--- config.mk ---
export PLATFORM = sky130hd
export DESIGN_NAME = smsm_serial_unit
export DESIGN_NICKNAME = d
export VERILOG_FILES = /design/src/design/smsm_pkg.sv /design/src/design/smsm_serial_unit.sv
export SDC_FILE = /design/constraint.sdc
export NUM_CORES = 1
export LEC_CHECK = 0
export ABC_AREA = 0
export BUFFER_PORTS_ARGS = -buffer_cell sky130_fd_sc_hd__buf_2
export CORE_MARGIN = 8
export CORE_UTILIZATION = 31
export CTS_CLUSTER_DIAMETER = 80
export DETAILED_ROUTE_END_ITERATION = 10
export PLACE_DENSITY = 0.5
export SYNTH_ARGS = -nofsm -noshare
export SYNTH_HDL_FRONTEND = slang
export SYNTH_SLANG_ARGS = --single-unit
--- constraint.sdc ---
create_clock -name i_sys_clk -period 4.95 [get_ports i_sys_clk]
set_input_delay 1.2375 -clock i_sys_clk [delete_from_list [all_inputs] [get_ports i_sys_clk]]
set_output_delay 1.2375 -clock i_sys_clk [all_outputs]
set_load 0.02 [all_outputs]
--- src/design/smsm_pkg.sv ---
package smsm_pkg;
    localparam logic [3:0] SMSM_TICK_LAST = 4'hF;
    localparam logic [3:0] SMSM_TICK_MID = 4'h7;
    localparam logic [3:0] SMSM_START_BIT = 4'h0;
    localparam logic [3:0] SMSM_LAST_DATA = 4'h8;
    localparam logic [3:0] SMSM_EXTRA_BIT = 4'h9;
    localparam logic [3:0] SMSM_STOP_PLAIN = 4'h9;
    localparam logic [3:0] SMSM_STOP_EXTRA = 4'hA;
    localparam logic [2:0] SMSM_SYNC_LAST = 3'h7;
    localparam logic [1:0] SMSM_FIFO_FULL = 2'h2;

    typedef struct packed {
        logic rxd_m, rxd_s, rxd_d, sck_m, sck_s, sck_d;
        logic [7:0] div_cnt;
        logic [1:0][7:0] fifo;
        logic [1:0] f_cnt;
        logic f_head, tx_ready;
        logic [7:0] transmit_buffer;
        logic transmit_empty_flag, transmit_end_flag, tx_mark, tx_busy, tx_more, txd;
        logic [3:0] tx_bit, tx_sub;
        logic [7:0] transmit_shift_register;
        logic act, sck_out, sck_oe;
        logic [2:0] s_bit;
        logic rx_busy, rx_extra;
        logic [3:0] rx_bit, rx_sub;
        logic [7:0] receive_shift_register, receive_buffer;
        logic receive_full_flag, overrun_flag, framing_error_flag, parity_error_flag, received_marker_bit, address_wait_enable;
        logic transmit_empty_interrupt, transmit_end_interrupt, receive_full_interrupt, receive_error_interrupt;
    } smsm_state_t;

    localparam smsm_state_t SMSM_STATE_RST = '{rxd_m: 1'b1, rxd_s: 1'b1, rxd_d: 1'b1,
        sck_m: 1'b1, sck_s: 1'b1, sck_d: 1'b1, tx_ready: 1'b1, transmit_empty_flag: 1'b1, transmit_end_flag: 1'b1,
        txd: 1'b1, sck_out: 1'b1, default: '0};
endpackage : smsm_pkg

--- src/design/smsm_serial_unit.sv ---
`timescale 1ns/1ps
`default_nettype none
module smsm_serial_unit import smsm_pkg::*; (
    input wire logic i_sys_clk, // system clock
    input wire logic i_sys_rst, // sync reset, active high
    input wire logic i_mode_sync, // 1 clocked synchronous, 0 async
    input wire logic i_mp_format, // multiprocessor frame format
    input wire logic i_parity_enable, // even parity in plain async
    input wire logic i_msb_first, // synchronous bit order
    input wire logic i_clock_select_low, // clock select bit 0
    input wire logic i_clock_select_high, // clock select bit 1, external
    input wire logic i_transmit_enable, // transmit enable
    input wire logic i_receive_enable, // receive enable
    input wire logic i_transmit_empty_irq_enable, // empty irq enable
    input wire logic i_transmit_end_irq_enable, // end irq enable
    input wire logic i_receive_irq_enable, // receive irq enable
    input wire logic i_transmit_marker_bit, // marker sent with next frame
    input wire logic i_set_address_wait, // pulse, sets address wait
    input wire logic [7:0] i_baud_div, // tick period minus one
    input wire logic [7:0] i_tx_data, // transmit word
    input wire logic i_tx_valid, // transmit word valid
    output logic o_tx_ready, // buffer has room
    input wire logic i_clear_receive_full, // pulse clears receive full
    input wire logic i_clear_overrun, // pulse clears overrun
    input wire logic i_clear_framing, // pulse clears framing error
    input wire logic i_clear_parity, // pulse clears parity error
    output logic [7:0] o_receive_buffer, // received character
    output logic o_receive_full_flag, // receive full
    output logic o_overrun_flag, // overrun
    output logic o_framing_error_flag, // framing error
    output logic o_parity_error_flag, // parity error
    output logic o_transmit_empty_flag, // transmit empty
    output logic o_transmit_end_flag, // transmit end
    output logic o_received_marker_bit, // last marker received
    output logic o_address_wait_enable, // waiting for id frame
    output logic o_transmit_empty_interrupt, // level irq
    output logic o_transmit_end_interrupt, // level irq
    output logic o_receive_full_interrupt, // level irq
    output logic o_receive_error_interrupt, // level irq
    input wire logic i_rxd, // receive data pin
    output logic o_txd, // transmit data pin
    input wire logic i_sck, // serial clock pin in
    output logic o_sck, // serial clock pin out
    output logic o_sck_oe // serial clock drive enable
);
    smsm_state_t st, n;
    logic tick, tk, ext, extra, err, push, pop, rise, fall, done, d_fe, d_pe, d_ex;
    logic [3:0] stop_bit;

    // ----------------------------------------------------------
    // next state
    // ----------------------------------------------------------
    always_comb begin
        n = st;
        tk = 1'b0;
        rise = 1'b0;
        fall = 1'b0;
        done = 1'b0;
        d_fe = 1'b0;
        d_pe = 1'b0;
        d_ex = 1'b0;
        n.rxd_m = i_rxd;
        n.rxd_s = st.rxd_m;
        n.rxd_d = st.rxd_s;
        n.sck_m = i_sck;
        n.sck_s = st.sck_m;
        n.sck_d = st.sck_s;
        tick = st.div_cnt == i_baud_div;
        n.div_cnt = tick ? 8'h00 : st.div_cnt + 8'h01;
        ext = i_clock_select_high;
        extra = i_mp_format | i_parity_enable;
        stop_bit = extra ? SMSM_STOP_EXTRA : SMSM_STOP_PLAIN;
        err = st.overrun_flag | st.framing_error_flag | st.parity_error_flag;
        // two-entry buffer in front of the transmit buffer
        push = i_tx_valid & st.tx_ready;
        pop = (st.f_cnt != 2'h0) & st.transmit_empty_flag & i_transmit_enable;
        if (push) begin
            n.fifo[st.f_head ^ st.f_cnt[0]] = i_tx_data;
        end
        if (pop) begin
            n.transmit_buffer = st.fifo[st.f_head];
            n.transmit_empty_flag = 1'b0;
            n.transmit_end_flag = 1'b0;
            n.f_head = ~st.f_head;
        end
        n.f_cnt = st.f_cnt + {1'b0, push} - {1'b0, pop};
        // software clears first so a same-cycle hardware set wins
        if (i_clear_receive_full) n.receive_full_flag = 1'b0;
        if (i_clear_overrun) n.overrun_flag = 1'b0;
        if (i_clear_framing) n.framing_error_flag = 1'b0;
        if (i_clear_parity) n.parity_error_flag = 1'b0;
        if (i_set_address_wait) n.address_wait_enable = 1'b1;
        if (i_mode_sync) begin
            rise = ext ? (st.sck_s & ~st.sck_d) : (st.act & tick & ~st.sck_out);
            fall = ext ? (~st.sck_s & st.sck_d) : (st.act & tick & st.sck_out);
            if (!ext && st.act && tick) begin
                n.sck_out = ~st.sck_out;
            end
            if (!st.act) begin
                n.sck_out = 1'b1;
                if (!err && ((i_transmit_enable && !st.transmit_empty_flag)
                        || (i_receive_enable && !i_transmit_enable))) begin
                    n.act = 1'b1;
                    n.s_bit = 3'h0;
                    n.tx_more = 1'b0;
                    n.tx_busy = i_transmit_enable;
                    if (i_transmit_enable) begin
                        n.transmit_shift_register = st.transmit_buffer;
                        n.transmit_empty_flag = 1'b1;
                    end
                end
            end else begin
                if (fall && st.tx_busy) begin
                    n.txd = st.transmit_shift_register[st.s_bit ^ {3{i_msb_first}}];
                end
                if (fall && st.s_bit == SMSM_SYNC_LAST) begin
                    n.tx_more = st.tx_busy & i_transmit_enable & ~st.transmit_empty_flag & ~err;
                end
                if (rise) begin
                    if (i_receive_enable) begin
                        n.receive_shift_register[st.s_bit ^ {3{i_msb_first}}] = st.rxd_s;
                    end
                    n.s_bit = st.s_bit + 3'h1;
                    if (st.s_bit == SMSM_SYNC_LAST) begin
                        done = i_receive_enable;
                        if (st.tx_more) begin
                            n.transmit_shift_register = st.transmit_buffer;
                            n.transmit_empty_flag = 1'b1;
                            n.tx_more = 1'b0;
                        end else begin
                            n.act = 1'b0;
                            n.transmit_end_flag = st.tx_busy | st.transmit_end_flag;
                            n.tx_busy = 1'b0;
                        end
                    end
                end
            end
        end else begin
            tk = ext ? (st.sck_s & ~st.sck_d) : tick;
            n.act = 1'b0;
            n.sck_out = ~st.tx_sub[3];
            if (!st.tx_busy) begin
                if (i_transmit_enable && !st.transmit_empty_flag && !err) begin
                    n.transmit_shift_register = st.transmit_buffer;
                    n.transmit_empty_flag = 1'b1;
                    n.tx_mark = i_mp_format ? i_transmit_marker_bit : ^st.transmit_buffer;
                    n.tx_busy = 1'b1;
                    n.tx_bit = SMSM_START_BIT;
                    n.tx_sub = 4'h0;
                end
            end else if (tk) begin
                n.tx_sub = st.tx_sub + 4'h1;
                if (st.tx_sub == SMSM_TICK_LAST) begin
                    n.tx_bit = st.tx_bit + 4'h1;
                    if (st.tx_bit == stop_bit) begin
                        n.tx_busy = st.tx_more;
                        n.tx_more = 1'b0;
                        n.tx_bit = SMSM_START_BIT;
                    end else if (st.tx_bit + 4'h1 == stop_bit) begin
                        if (!st.transmit_empty_flag && i_transmit_enable && !err) begin
                            n.transmit_shift_register = st.transmit_buffer;
                            n.transmit_empty_flag = 1'b1;
                            n.tx_mark = i_mp_format ? i_transmit_marker_bit : ^st.transmit_buffer;
                            n.tx_more = 1'b1;
                        end else begin
                            n.transmit_end_flag = 1'b1;
                        end
                    end
                end
            end
            // start, data lsb first, marker or parity, stop
            if (!n.tx_busy) begin
                n.txd = 1'b1;
            end else if (n.tx_bit == SMSM_START_BIT) begin
                n.txd = 1'b0;
            end else if (n.tx_bit <= SMSM_LAST_DATA) begin
                n.txd = n.transmit_shift_register[3'(n.tx_bit - 4'h1)];
            end else begin
                n.txd = (n.tx_bit == SMSM_EXTRA_BIT && extra) ? n.tx_mark : 1'b1;
            end
            if (!st.rx_busy) begin
                if (i_receive_enable && !err && st.rxd_d && !st.rxd_s) begin
                    n.rx_busy = 1'b1;
                    n.rx_bit = SMSM_START_BIT;
                    n.rx_sub = 4'h0;
                end
            end else if (tk) begin
                n.rx_sub = st.rx_sub + 4'h1;
                if (st.rx_sub == SMSM_TICK_MID) begin
                    if (st.rx_bit == SMSM_START_BIT) begin
                        n.rx_busy = ~st.rxd_s;
                    end else if (st.rx_bit <= SMSM_LAST_DATA) begin
                        n.receive_shift_register[3'(st.rx_bit - 4'h1)] = st.rxd_s;
                    end else if (st.rx_bit == stop_bit) begin
                        done = 1'b1;
                        n.rx_busy = 1'b0;
                        d_fe = ~st.rxd_s;
                        d_ex = extra & st.rx_extra;
                        d_pe = i_parity_enable & ~i_mp_format & (^{st.receive_shift_register, st.rx_extra});
                    end else begin
                        n.rx_extra = st.rxd_s;
                    end
                end
                if (st.rx_sub == SMSM_TICK_LAST) begin
                    n.rx_bit = st.rx_bit + 4'h1;
                end
            end
            if (!i_transmit_enable) n.tx_busy = 1'b0;
            if (!i_receive_enable) n.rx_busy = 1'b0;
        end
        // character complete
        if (done) begin
            if (n.address_wait_enable && !i_mode_sync && !(i_mp_format && d_ex)) begin
                n.receive_full_flag = n.receive_full_flag;
            end else begin
                if (n.address_wait_enable && !i_mode_sync) begin
                    n.address_wait_enable = 1'b0;
                end
                if (!i_mode_sync && i_mp_format) n.received_marker_bit = d_ex;
                n.framing_error_flag = n.framing_error_flag | d_fe;
                n.parity_error_flag = n.parity_error_flag | d_pe;
                if (n.receive_full_flag) begin
                    n.overrun_flag = 1'b1;
                end else begin
                    n.receive_buffer = n.receive_shift_register;
                    n.receive_full_flag = ~(d_fe | d_pe);
                end
            end
        end
        if (!i_transmit_enable) begin
            n.transmit_empty_flag = 1'b1;
            n.tx_busy = 1'b0;
            n.tx_more = 1'b0;
        end
        if (!i_transmit_enable && !i_receive_enable) begin
            n.act = 1'b0;
            n.sck_out = 1'b1;
        end
        n.sck_oe = ~ext & (i_mode_sync | i_clock_select_low);
        n.tx_ready = n.f_cnt != SMSM_FIFO_FULL;
        n.transmit_empty_interrupt = i_transmit_empty_irq_enable & n.transmit_empty_flag;
        n.transmit_end_interrupt = i_transmit_end_irq_enable & n.transmit_end_flag;
        n.receive_full_interrupt = i_receive_irq_enable & n.receive_full_flag;
        n.receive_error_interrupt = i_receive_irq_enable & (n.overrun_flag | n.framing_error_flag | n.parity_error_flag);
    end

    always_ff @(posedge i_sys_clk) begin
        if (i_sys_rst) begin
            st <= SMSM_STATE_RST;
        end else begin
            st <= n;
        end
    end

    assign o_tx_ready = st.tx_ready;
    assign o_receive_buffer = st.receive_buffer;
    assign o_receive_full_flag = st.receive_full_flag;
    assign o_overrun_flag = st.overrun_flag;
    assign o_framing_error_flag = st.framing_error_flag;
    assign o_parity_error_flag = st.parity_error_flag;
    assign o_transmit_empty_flag = st.transmit_empty_flag;
    assign o_transmit_end_flag = st.transmit_end_flag;
    assign o_received_marker_bit = st.received_marker_bit;
    assign o_address_wait_enable = st.address_wait_enable;
    assign o_transmit_empty_interrupt = st.transmit_empty_interrupt;
    assign o_transmit_end_interrupt = st.transmit_end_interrupt;
    assign o_receive_full_interrupt = st.receive_full_interrupt;
    assign o_receive_error_interrupt = st.receive_error_interrupt;
    assign o_txd = st.txd;
    assign o_sck = st.sck_out;
    assign o_sck_oe = st.sck_oe;
endmodule : smsm_serial_unit
`default_nettype wire

# Word level (Yosys, flattened, before mapping)
# Index checks and enable logic that the tools add are counted.
# W data, S select, Z words.
# totals
elab_cells	346
ramBits	0
out_inout_bits	24
inputBits	38
romBits	0
latchBits	0
reg_bits	106
memories	0
# op_classes
bitwise	47
n_mux	155
div_mod_pow	0
n_lt_le_gt_ge	10
n_eq_ne	25
n_shift	0
reduce_logical	57
addsub	10
mul	0
# op_table
operator	count
$mux W8	19
$mux W1	86
$mux W16	4
$mux W2	19
$mux W9	4
$logic_and A1 B1 Y1	20
$and A1 B1 Y1	19
$mux W18	1
$mux W3	6
$add A4 B1 Y4 const B	4
$bwmux W16	1
$bwmux W8	2
$not A1 Y1	16
$mux W5	3
$ne A3 B2 Y1 const B	5
$reduce_and A3 Y1	5
$eq A4 B4 Y1	3
$eq A4 B4 Y1 const B	3
$lt A3 B4 Y1 const B	3
$mux W4	3
$ne A6 B6 Y1 const B	2
$reduce_bool A2 Y1	6
$mux W10	1
$ne A2 B1 Y1 const B	5
35 further kinds	64

# Depth between registers and ports, before layout
# Gate-level depths: netlist of run 1.
# depth
word_depth	18
ltp_mapped	14
depth_no_buf	11

# Least setup slack after synthesis of run 1
# OpenSTA, ideal clock, no wires.
# synth_timing
kind	input -> register
from	input port i_parity_enable
to	register st, in the netlist o_txd
cell_stages	12
n_path_buf	1
t_arrival_ps	3806
setup_slack_ps	1025
setup_time_ps	119
path_cell_list	or4b_1 > o21ai_1 > nand3b_2 > and3_4 > buf_6 > a22oi_4 > inv_1 > ha_1 > inv_1 > mux2_2 > a311o_1 > o221a_1
# synth_via
elab_chain_cells	15
elab_cells_between_ends	31
cone_classes	add/sub (1); order compare (1); eq/ne (3); mux (23); bitwise (1); reduce/logical (2)
# synth_lines
item	line	source
from (decl)	smsm_serial_unit.sv:8	input wire logic i_parity_enable,
$or A1 B1 Y1 (*)	smsm_serial_unit.sv:71	extra = i_mp_format | i_parity_enable;
$mux W2	smsm_serial_unit.sv:72	stop_bit = extra ? SMSM_STOP_EXTRA : SMSM_STOP_PLAIN;
$eq A4 B4 Y1 (on tied branches)	smsm_serial_unit.sv:155, smsm_serial_unit.sv:159	
$mux W4 / $mux W8 (equally long branches)	smsm_serial_unit.sv:155, smsm_serial_unit.sv:159	
$mux W4 / $mux W8 (equally long branches)	smsm_serial_unit.sv:153, smsm_serial_unit.sv:155	
$mux W16 / $mux W8 (equally long branches)	smsm_serial_unit.sv:151, smsm_serial_unit.sv:153	
$mux W16 (on tied branches)	smsm_serial_unit.sv:142, smsm_serial_unit.sv:151	
$mux W16 (on tied branches)	smsm_serial_unit.sv:93, smsm_serial_unit.sv:142	
$sub A3 B1 Y3, or another cell as far along	smsm_serial_unit.sv:177	n.txd = n.transmit_shift_register[3'(n.tx_bit - 4'h1)];
$bmux W1 S3 / $logic_and A1 B1 Y1 (equally long branches)	smsm_serial_unit.sv:177, smsm_serial_unit.sv:179	
$mux W1 (on tied branches)	smsm_serial_unit.sv:177, smsm_serial_unit.sv:179	
$mux W1	smsm_serial_unit.sv:176	end else if (n.tx_bit <= SMSM_LAST_DATA) begin
$mux W1	smsm_serial_unit.sv:174	end else if (n.tx_bit == SMSM_START_BIT) begin
$mux W1 (*)	smsm_serial_unit.sv:172	if (!n.tx_busy) begin
$mux W3 (*)	smsm_serial_unit.sv:93	if (i_mode_sync) begin
to (signal assigned)	smsm_serial_unit.sv:251	st <= n;
to (decl)	smsm_serial_unit.sv:46	smsm_state_t st, n;
# Mark *: on every way between the ends. The rest lies on a longest branch, timed or not. The select of a mux whose other input is x is not followed.
# A chain may end at the register's enable or synchronous reset.

# Worst setup path after layout of run 1
# layout_timing
from	input port i_baud_div[7]
to	register st, in the netlist o_txd
# layout_via
elab_chain_cells	12
elab_cells_between_ends	26
cone_classes	add/sub (1); order compare (1); eq/ne (3); mux (15); bitwise (2); reduce/logical (4)
# layout_lines
item	line	source
from (decl)	smsm_serial_unit.sv:19	input wire logic [7:0] i_baud_div,
$eq A8 B8 Y1 (*)	smsm_serial_unit.sv:68	tick = st.div_cnt == i_baud_div;
$mux W1	smsm_serial_unit.sv:139	tk = ext ? (st.sck_s & ~st.sck_d) : tick;
$mux W16	smsm_serial_unit.sv:151	end else if (tk) begin
$mux W16	smsm_serial_unit.sv:142	if (!st.tx_busy) begin
$mux W16	smsm_serial_unit.sv:93	
$sub A3 B1 Y3 / $eq A4 B4 Y1 (equally long branches)	smsm_serial_unit.sv:177, smsm_serial_unit.sv:179	
$bmux W1 S3 / $logic_and A1 B1 Y1 (equally long branches)	smsm_serial_unit.sv:177, smsm_serial_unit.sv:179	
$mux W1 (on tied branches)	smsm_serial_unit.sv:177, smsm_serial_unit.sv:179	
$mux W1	smsm_serial_unit.sv:176	
$mux W1	smsm_serial_unit.sv:174	
$mux W1	smsm_serial_unit.sv:172	
$mux W3	smsm_serial_unit.sv:93	
# Marked as above.

==> results.toml, run 1 <==
[synth]
netlist_area_um2 = 5940
synthTopCellsByArea = "dfxtp_1 (36%), mux2i_1 (8.4%), nor2_1 (7.1%)"
ys_seq_area_share_pct = 35.8
synth_edf_count = 0
synth.area.mux_share_pct = 9.76
synth.avg_cell_area_um2 = 8.22
yosys.area_share.simple_pct = 23.4
synth-xor-area-share_pct = 6.05
ys_warn_count = 0
yosys_most_used_dff = "dfxtp_1"
synth_fp_nets = 772
ys_types = 64
synth_top_area_cell = "dfxtp_1"
synth-compound-area-share_pct = 16.9
synth_top_area_share_pct = 35.8
synth-seq-cells = 106
yosys.area_share.adder_pct = 2.53
syn_inst = 722
synth-async-reset-ratio_pct = 0
synth_top_family_by_area = "simple AND/OR/NAND/NOR gates"

[placement]
hpwlAfterDp_um = 11200
gp_congestion = 0.775
io_buffers = 61
dpl.cell_count = 973

[sta]
hold_viol = 0
drv_slew = 0
rsz0062_at_grt = "no"
slew_headroom_pct = 35.8
timing.final.crit_share_pct = 79.8
setup_viol_count_final = 0
period_needed_ps = 3950
finClkSkew_ps = 8.87
worstMarginPinSlew_ps = 962
setup_tns_ps = 0
clock.fmax_mhz = 253

[floorplan]
coreArea_um2 = 18800
row_count = 50
die-area_um2 = 23800
ios = 62
start_util_pct = 31.6
die_x_um = 154
die_h_um = 154

[power_and_ir_drop]
p_per_area_nw_per_um2 = 345
leakage_nw = 2.52
peakVddDrop_mv = 0.246

[drt]
ant_nets = 0
vias_per_cell = 5.19
dr_total_vias = 5129
wl_per_cell_um = 15.8
routed_wirelength_um = 15600
first_pass_iters = 5
drc = 0
drt_iter0_drc = 327

[cts]
cts_htree_levels = 3
cts_resized = 0
clk_pin_slew_worst_paths_ps = 70
insertion_delay_ps = 350
cts_made_buffers = 9
cts_hold_buf = 0
tritoncts = "yes"
cts.path.max_buffers = 2
cts.sinks = 106
root_buffer = "clkbuf_16"
postCtsSetupRepairBufs = 0

[critical_path]
crit_start = "i_baud_div[7]"
required_ps = 5190
r2r_slack_ps = 1410
r2r_cells = 10
cp_max_fo = 6
crit_arrival_ps = 4190
cp-end-kind = "flop"
path_class = "in2reg"
r2r-end = "o_txd"
endpoint = "o_txd"
r2r-start = "st[54]"
cp-start-kind = "input port"

[run]
max_cap_viol_count = 0

[global_routing]
antenna_found_initial = 0
track_usage_pct = 13.2
grt_first_pass_wirelength_um = 25700
gr-total-overflow = 0
grt_max_degree = 58
grt_pass1_vias = 4815

[cells_and_area]
finalNonFillerCells = 989
n_fill_cell = 1964
regArea_um2 = 2120
drive_above_1_share_pct = 14.8
final_nets = 800
multi_input_area_um2 = 3480
synthToLayoutAreaGrowth_pct = 12.4
largest-register = "st"
largest_reg_flops = 78
diodes = 0

[min_path]
hp-class = "reg2reg"

[status]
status = "finished clean"
## where the power goes
part	switching, mW	total [mW]	internal (mW)
clock network	0.336	0.811	0.475
logic	0.257	0.477	0.219
registers	0.0811	1.01	0.931
## how the worst min path moves through the flow
stage	from	end	slack, ps	cells past startpoint
finish	n[101]	n[100]	410	1
global route	n[101]	n[100]	420	1
CTS	n[101]	n[100]	410	1
detailed placement	n[101]	n[100]	390	1
global placement	n[101]	n[100]	390	1
floorplan	n[101]	n[100]	390	1
## final cells by class
type                       count  share of cell area [%]
tap                          234                    4.39
clock inverter                 5                    1.28
sequential                   106                    31.8
clock buffer                  11                    3.79
inverter                      19                    1.07
multi-input combinational    545                    52.1
timing repair buffer          69                    5.51
## critical path, cell delays in order
cell and delay [ps]:
buf_2 100, xor2_1 160, nor4_2 430, a31o_2 290, a31oi_1 250, a22oi_4 320
inv_1 80, ha_1 300, inv_1 120, mux2_2 340, a311o_1 350, o221a_1 200
## per-layer routing
layer,global-route usage (%),vias to the layer above,share of wire (%)
li1,-,2627,-
met2,19.8,120,42
met4,4.01,0,1.4
met1,18.8,2371,52
met5,0,-,0
met3,2.51,11,4.4
## stage by stage
step                      instance area, um^2  util, %  setup WS, ps  hold slack (ps)  power [mW]
after floorplan                          5940        -          1030              389        1.38
after global placement                   6330     33.7           729              391        1.51
after detailed placement                 6330     33.7           657              393        1.51
after CTS                                6670     35.5          1020              410        2.33
after global routing                     6670     35.5           840              420        2.45
final                                    6670     35.5          1000              408        2.30
## placed cells by master, fill, tap and decap left out, types with 3 or more instances in the layout
cell type  count
clkbuf_16      9
buf_4          9
a31oi_1        7
or3_1          4
o221ai_1       8
nor3_1        16
nand3_1       20
o21ai_1        3
mux2i_1       50
xnor2_1       20
ha_1          12
a22oi_1        6
nor2_1       113
o22ai_1        3
a21oi_1       26
o32ai_1        3
a311oi_1      10
a41oi_1        3
nor4_1        12
dfxtp_1      106
a22o_1         4
and3_1         5
nand4_1        7
inv_1         19
or4_1          3
a32o_1         3
a211oi_1      23
buf_2         60
xor2_1        21
nand2_1       70
nand2b_1       7
nor2b_1       10
mux2_2         5
or2_2          9
o21ai_0       27
## synthesized netlist by cell type, types with 8 or more instances
master	n
or2_2	9
inv_1	19
a211oi_1	23
nor2b_1	10
mux2i_1	50
o221ai_1	8
nor3_1	16
nand3_1	20
clkbuf_1	33
nor2_1	113
xor2_1	21
dfxtp_1	106
nand2_1	70
nor4_1	12
buf_4	11
ha_1	12
a21oi_1	26
a311oi_1	10
o21ai_0	27
xnor2_1	20
## cell families (layout without fill, tap and decap cells)
| family | count (synthesis) | count (layout) |
|---|---|---|
| DFF | 106 | 106 |
| adders and majority gates | 12 | 12 |
| AOI/OAI and AO/OA | 144 | 144 |
| and+or+nand+nor | 292 | 292 |
| xor gates and xnor gates | 41 | 41 |
| buffers and inverters | 71 | 104 |
| muxes | 56 | 56 |
No activity file was read; power rests on OpenSTA's default activity.
==> run 2, diff against run 1 <==
--- a/config.mk
+++ b/config.mk
@@ -11,7 +11,7 @@
 export CORE_UTILIZATION = 31
 export CTS_CLUSTER_DIAMETER = 80
 export DETAILED_ROUTE_END_ITERATION = 10
-export PLACE_DENSITY = 0.5
+export PLACE_DENSITY = 0.52
 export SYNTH_ARGS = -nofsm -noshare
 export SYNTH_HDL_FRONTEND = slang
 export SYNTH_SLANG_ARGS = --single-unit
==> constraint.sdc (replaced) <==
create_clock -name i_sys_clk -period 3.3 [get_ports i_sys_clk]
set_input_delay 0.825 -clock i_sys_clk [delete_from_list [all_inputs] [get_ports i_sys_clk]]
set_output_delay 0.825 -clock i_sys_clk [all_outputs]
set_load 0.02 [all_outputs]
==> run 2 against run 1 <==
Against the previous run: final cell count increased by 3.8%; sequential power rose by 50%; wire length up 3.5%; highest routed layer unchanged; critical path type unchanged; setup slack worse by 850 ps; combinational power is 59% higher; die area did not move; total power increased by 46%; first-iteration DRC count is 20% lower; clock skew down 2.4 ps; design area increased by 5.0%; sequential share of layout area down 1.5 points.
==> results.toml, run 2 (same netlist as run 1, synthesis figures left out) <==
[floorplan]
die_h_um = 154
die_x_um = 154
start_util_pct = 31.6
ios = 62
coreArea_um2 = 18800
die-area_um2 = 23800
row_count = 50

[sta]
clock.fmax_mhz = 318
rsz0062_at_grt = "no"
setup_viol_count_final = 0
period_needed_ps = 3150
hold_viol = 0
timing.final.crit_share_pct = 95.3
slew_headroom_pct = 62.5
finClkSkew_ps = 6.51
worstMarginPinSlew_ps = 561
whs_ps = 412
drv_slew = 0

[cts]
cts.sinks = 106
cts_made_buffers = 9
root_buffer = "clkbuf_16"
cts.path.max_buffers = 2
insertion_delay_ps = 350
tritoncts = "yes"
clk_pin_slew_worst_paths_ps = 70
cts_hold_buf = 0
cts_htree_levels = 3

[placement]
io_buffers = 61
hpwlAfterDp_um = 11700
gp_congestion = 0.810

[global_routing]
gr-total-overflow = 0
use_met1_pct = 18.8
track_usage_pct = 13.5
grt_max_degree = 98
grt_first_pass_wirelength_um = 26500
use_met3_pct = 2.45
busiest_layer = "met2"
grt_use_met2_pct = 20.6
antenna_found_initial = 0
grt_pass1_vias = 5106

[drt]
ant_nets = 0
dr_total_vias = 5308
drt_iter0_drc = 261
routed_wirelength_um = 16100
vias_per_cell = 5.17
wl_per_cell_um = 15.7
first_pass_iters = 5
drc = 0

[critical_path]
crit_arrival_ps = 3390
cp-end-kind = "flop"
cp_max_fo = 4
cp-start-kind = "input port"
r2r-end = "o_txd"
path_class = "in2reg"
r2r_slack_ps = 190
required_ps = 3540
r2r-start = "st[55]"
crit_start = "i_baud_div[3]"
r2r_cells = 11

[status]
status = "finished clean"

[power_and_ir_drop]
leakage_nw = 2.70
peakVddDrop_mv = 0.389
p_per_area_nw_per_um2 = 480
p_total_mw = 3.37

[run]
max_cap_viol_count = 0

[cells_and_area]
final_common_cell = "nor2_1"
final_nets = 838
diodes = 0
largest_reg_flops = 78
largest-register = "st"
drive_above_1_share_pct = 19.9
final_cell_mix = "nor2_1 (113), dfxtp_1 (105), nand2_1 (70)"
synthToLayoutAreaGrowth_pct = 18.0
final_util_pct = 37.3

[min_path]
hold_end = "n[103]"
min_from = "n[104]"
hp-class = "reg2reg"
hold_depth = 1
[run 2: cell count changes in the layout (fill, tap and decap cells not counted), sizes merged]
cell,previous run,this run
buf,69,107
bufinv,2,0
clkinv,2,4
[run 2: stage by stage]
stage	worst slack (ps)	instances	TNS, ps	instance area [um^2]
2_1_floorplan	-71.2	722	-71.2	5960
3_3_place_gp	-230	1010	-641	6670
3_5_place_dp	-319	1010	-1300	6670
4_1_cts	53.1	1026	0	6970
5_1_grt	25.2	1027	0	7010
6_report	154	1027	0	7010
[run 2: layer usage]
| metal | vias to the layer above | part of all wire, % | wire, um |
|---|---|---|---|
| li1 | 2708 | - | - |
| met1 | 2477 | 51 | 8160 |
| met2 | 107 | 44 | 7080 |
| met3 | 16 | 3.8 | 610 |
| met4 | 0 | 1.7 | 271 |
| met5 | - | 0 | 0 |
[run 2: what timing repair did]
action / 4_1_cts / 5_1_grt
gates resized for setup: 0 / 5
setup endpoints to repair: 0 / 2
buffers inserted: 0 / 1
[run 2: how the worst max path moves through the flow]
stage,to,slack (ps)
final,o_txd,150
after global routing,o_txd,30
after CTS,o_txd,50
after detailed placement,o_txd,-320
after global placement,o_txd,-230
after floorplan,o_txd,-70
[run 2: critical path, stage by stage]
cell,delay [ps]
buf_2,100
xor2_1,170
nor4_4,380
a31o_2,270
a31oi_1,210
a32oi_2,310
ha_4,250
inv_4,60
mux2_2,330
a311o_1,260
o221a_1,220
[run 2: power by group]
group	switching [mW]	leakage, nW	internal, mW
clock network	0.519	0.148	0.565
registers	0.126	0.862	1.40
logic	0.397	1.69	0.363
total	1.04	2.70	2.32
[run 2: layout make-up]
type / instances / area, um^2
Clock buffer: 11 / 253
Clock inverter: 5 / 46.3
Fill cell: 1965 / 11800
Inverter: 19 / 73.8
Multi-Input combinational cell: 545 / 3530
Sequential cell: 106 / 2120
Tap cell: 234 / 293
Timing Repair Buffer: 107 / 688
==> run 3, diff against run 2 <==
--- a/config.mk
+++ b/config.mk
@@ -8,10 +8,10 @@
 export ABC_AREA = 0
 export BUFFER_PORTS_ARGS = -buffer_cell sky130_fd_sc_hd__buf_2
 export CORE_MARGIN = 8
-export CORE_UTILIZATION = 31
+export CORE_UTILIZATION = 30
 export CTS_CLUSTER_DIAMETER = 80
 export DETAILED_ROUTE_END_ITERATION = 10
-export PLACE_DENSITY = 0.52
+export PLACE_DENSITY = 0.51
 export SYNTH_ARGS = -nofsm -noshare
 export SYNTH_HDL_FRONTEND = slang
 export SYNTH_SLANG_ARGS = --single-unit
==> run 3 against run 2 <==
Against the previous run: clock-buffer cell count fell by 2; wire length fell by 1.5%; critical endpoint unchanged; register-to-register slack barely moved; combinational power fell by 1%; first-iteration DRC count rose by 23%; sequential share of layout area fell by 0.099 points; critical path depth did not move.
==> results.toml, run 3 (same netlist as run 1, synthesis figures left out) <==
[status]
status = "finished clean"

[drt]
vias_per_cell = 4.93
wl_per_cell_um = 14.9
first_pass_iters = 4
routed_wirelength_um = 15900
dr_total_vias = 5242
drc = 0
drt_iter0_drc = 321
ant_nets = 0

[global_routing]
use_met3_pct = 2.79
use_met1_pct = 18.3
grt_max_degree = 54
grt_first_pass_wirelength_um = 26300
grt_use_met2_pct = 20.4
busiest_layer = "met2"
gr-total-overflow = 0
grt_pass1_vias = 5127
antenna_found_initial = 0
track_usage_pct = 13.4

[sta]
setup_tns_ps = 0
hold_viol = 0
period_needed_ps = 3120
drv_slew = 0
clock.fmax_mhz = 321
slew_headroom_pct = 57.6
rsz0062_at_grt = "no"
worstMarginPinSlew_ps = 635
finClkSkew_ps = 9.02
timing.final.crit_share_pct = 94.4
setup_viol_count_final = 0

[critical_path]
required_ps = 3560
r2r_cells = 11
cp_max_fo = 9
slowest_delay_ps = 500
crit_arrival_ps = 3380
r2r-start = "st[54]"
cp-end-kind = "flop"
r2r_slack_ps = 180
cp-start-kind = "flop"
cp_cell_sequence = "ha_1, or4_1, a21oi_1, and2_4, buf_12, o221ai_1, a311oi_1, mux2i_1, mux4_2, nor2b_1, o221a_1"
critPathSlowestCell = "or4_1"
r2r-end = "o_txd"
path_class = "reg2reg"

[power_and_ir_drop]
leakage_nw = 2.71
peakVddDrop_mv = 0.305
p_per_area_nw_per_um2 = 476

[floorplan]
die_h_um = 157
coreArea_um2 = 19500
start_util_pct = 30.5
ios = 62
row_count = 51
die_x_um = 157
die-area_um2 = 24500

[cts]
cts_htree_levels = 3
cts.path.max_buffers = 2
cts.sinks = 106
clk_pin_slew_worst_paths_ps = 80
cts_made_buffers = 9
cts_hold_buf = 0
tritoncts = "yes"
insertion_delay_ps = 360
root_buffer = "clkbuf_16"

[cells_and_area]
final_util_pct = 36.1
drive_above_1_share_pct = 20.1
largest-register = "st"
final_cell_mix = "nor2_1 (113), dfxtp_1 (106), nand2_1 (70)"
finalNonFillerCells = 1063
final_common_cell = "nor2_1"
largest_reg_flops = 78
final_nets = 843
diodes = 0
synthToLayoutAreaGrowth_pct = 18.4

[placement]
hpwlAfterDp_um = 11900
io_buffers = 61
dpl.cell_count = 1046
gp_congestion = 0.773

[run]
max_cap_viol_count = 0

[min_path]
hp-class = "reg2reg"
hold_end = "n[103]"
min_from = "n[104]"
hold_depth = 1
## run 3: per-layer routing
metal	vias up	routed length, um
li1	2715	-
met1	2412	8040
met2	101	6960
met3	14	590
met4	0	291
met5	-	0
## run 3: through the flow
stage,hold slack (ps),power [mW],instance area [um^2],worst slack (ps)
3_3_place_gp,395,2.31,6730,-99.8
6_report,412,3.35,7030,185
5_1_grt,431,3.54,7030,18.3
2_1_floorplan,389,2.08,5960,-71.2
3_5_place_dp,394,2.31,6730,-151
4_1_cts,413,3.39,7020,168
## run 3: what timing repair did
| item | CTS | global route |
|---|---|---|
| endpoints found under the setup margin | 0 | 1 |
| gates resized for setup | 0 | 1 |
| buffers inserted | 0 | 1 |
## run 3: critical path, delay by kind of cell (launching register included)
family	cells	cell delay, ps
flops	1	330
buf+inv	1	120
mux	2	610
simple gates	3	820
compound gates	4	800
fa+ha+maj	1	330
## run 3: worst max path at each step
| stage | cells past startpoint | start | slack, ps | end |
|---|---|---|---|---|
| 3_5_place_dp | 11 | i_baud_div[3] | -150 | o_txd |
| 5_1_grt | 11 | st[54] | 20 | o_txd |
| 2_1_floorplan | 12 | i_mp_format | -70 | o_txd |
| 4_1_cts | 11 | st[54] | 170 | o_txd |
| 6_report | 11 | st[54] | 180 | o_txd |
| 3_3_place_gp | 12 | i_baud_div[3] | -100 | o_txd |
## run 3: cell type report
cell class	count	area [um^2]
flip-flops and latches	106	2120
well taps	265	332
fillers	2033	12400
multi-input cells	545	3500
clock inverters	7	56.3
clock buffers	9	225
repair buffers	112	716
inverters	19	73.8
## run 3: power by group
part / internal [mW] / leakage, nW / switching (mW)
logic: 0.362 / 1.71 / 0.390
registers: 1.40 / 0.861 / 0.125
clock network: 0.527 / 0.143 / 0.546
total: 2.29 / 2.71 / 1.06
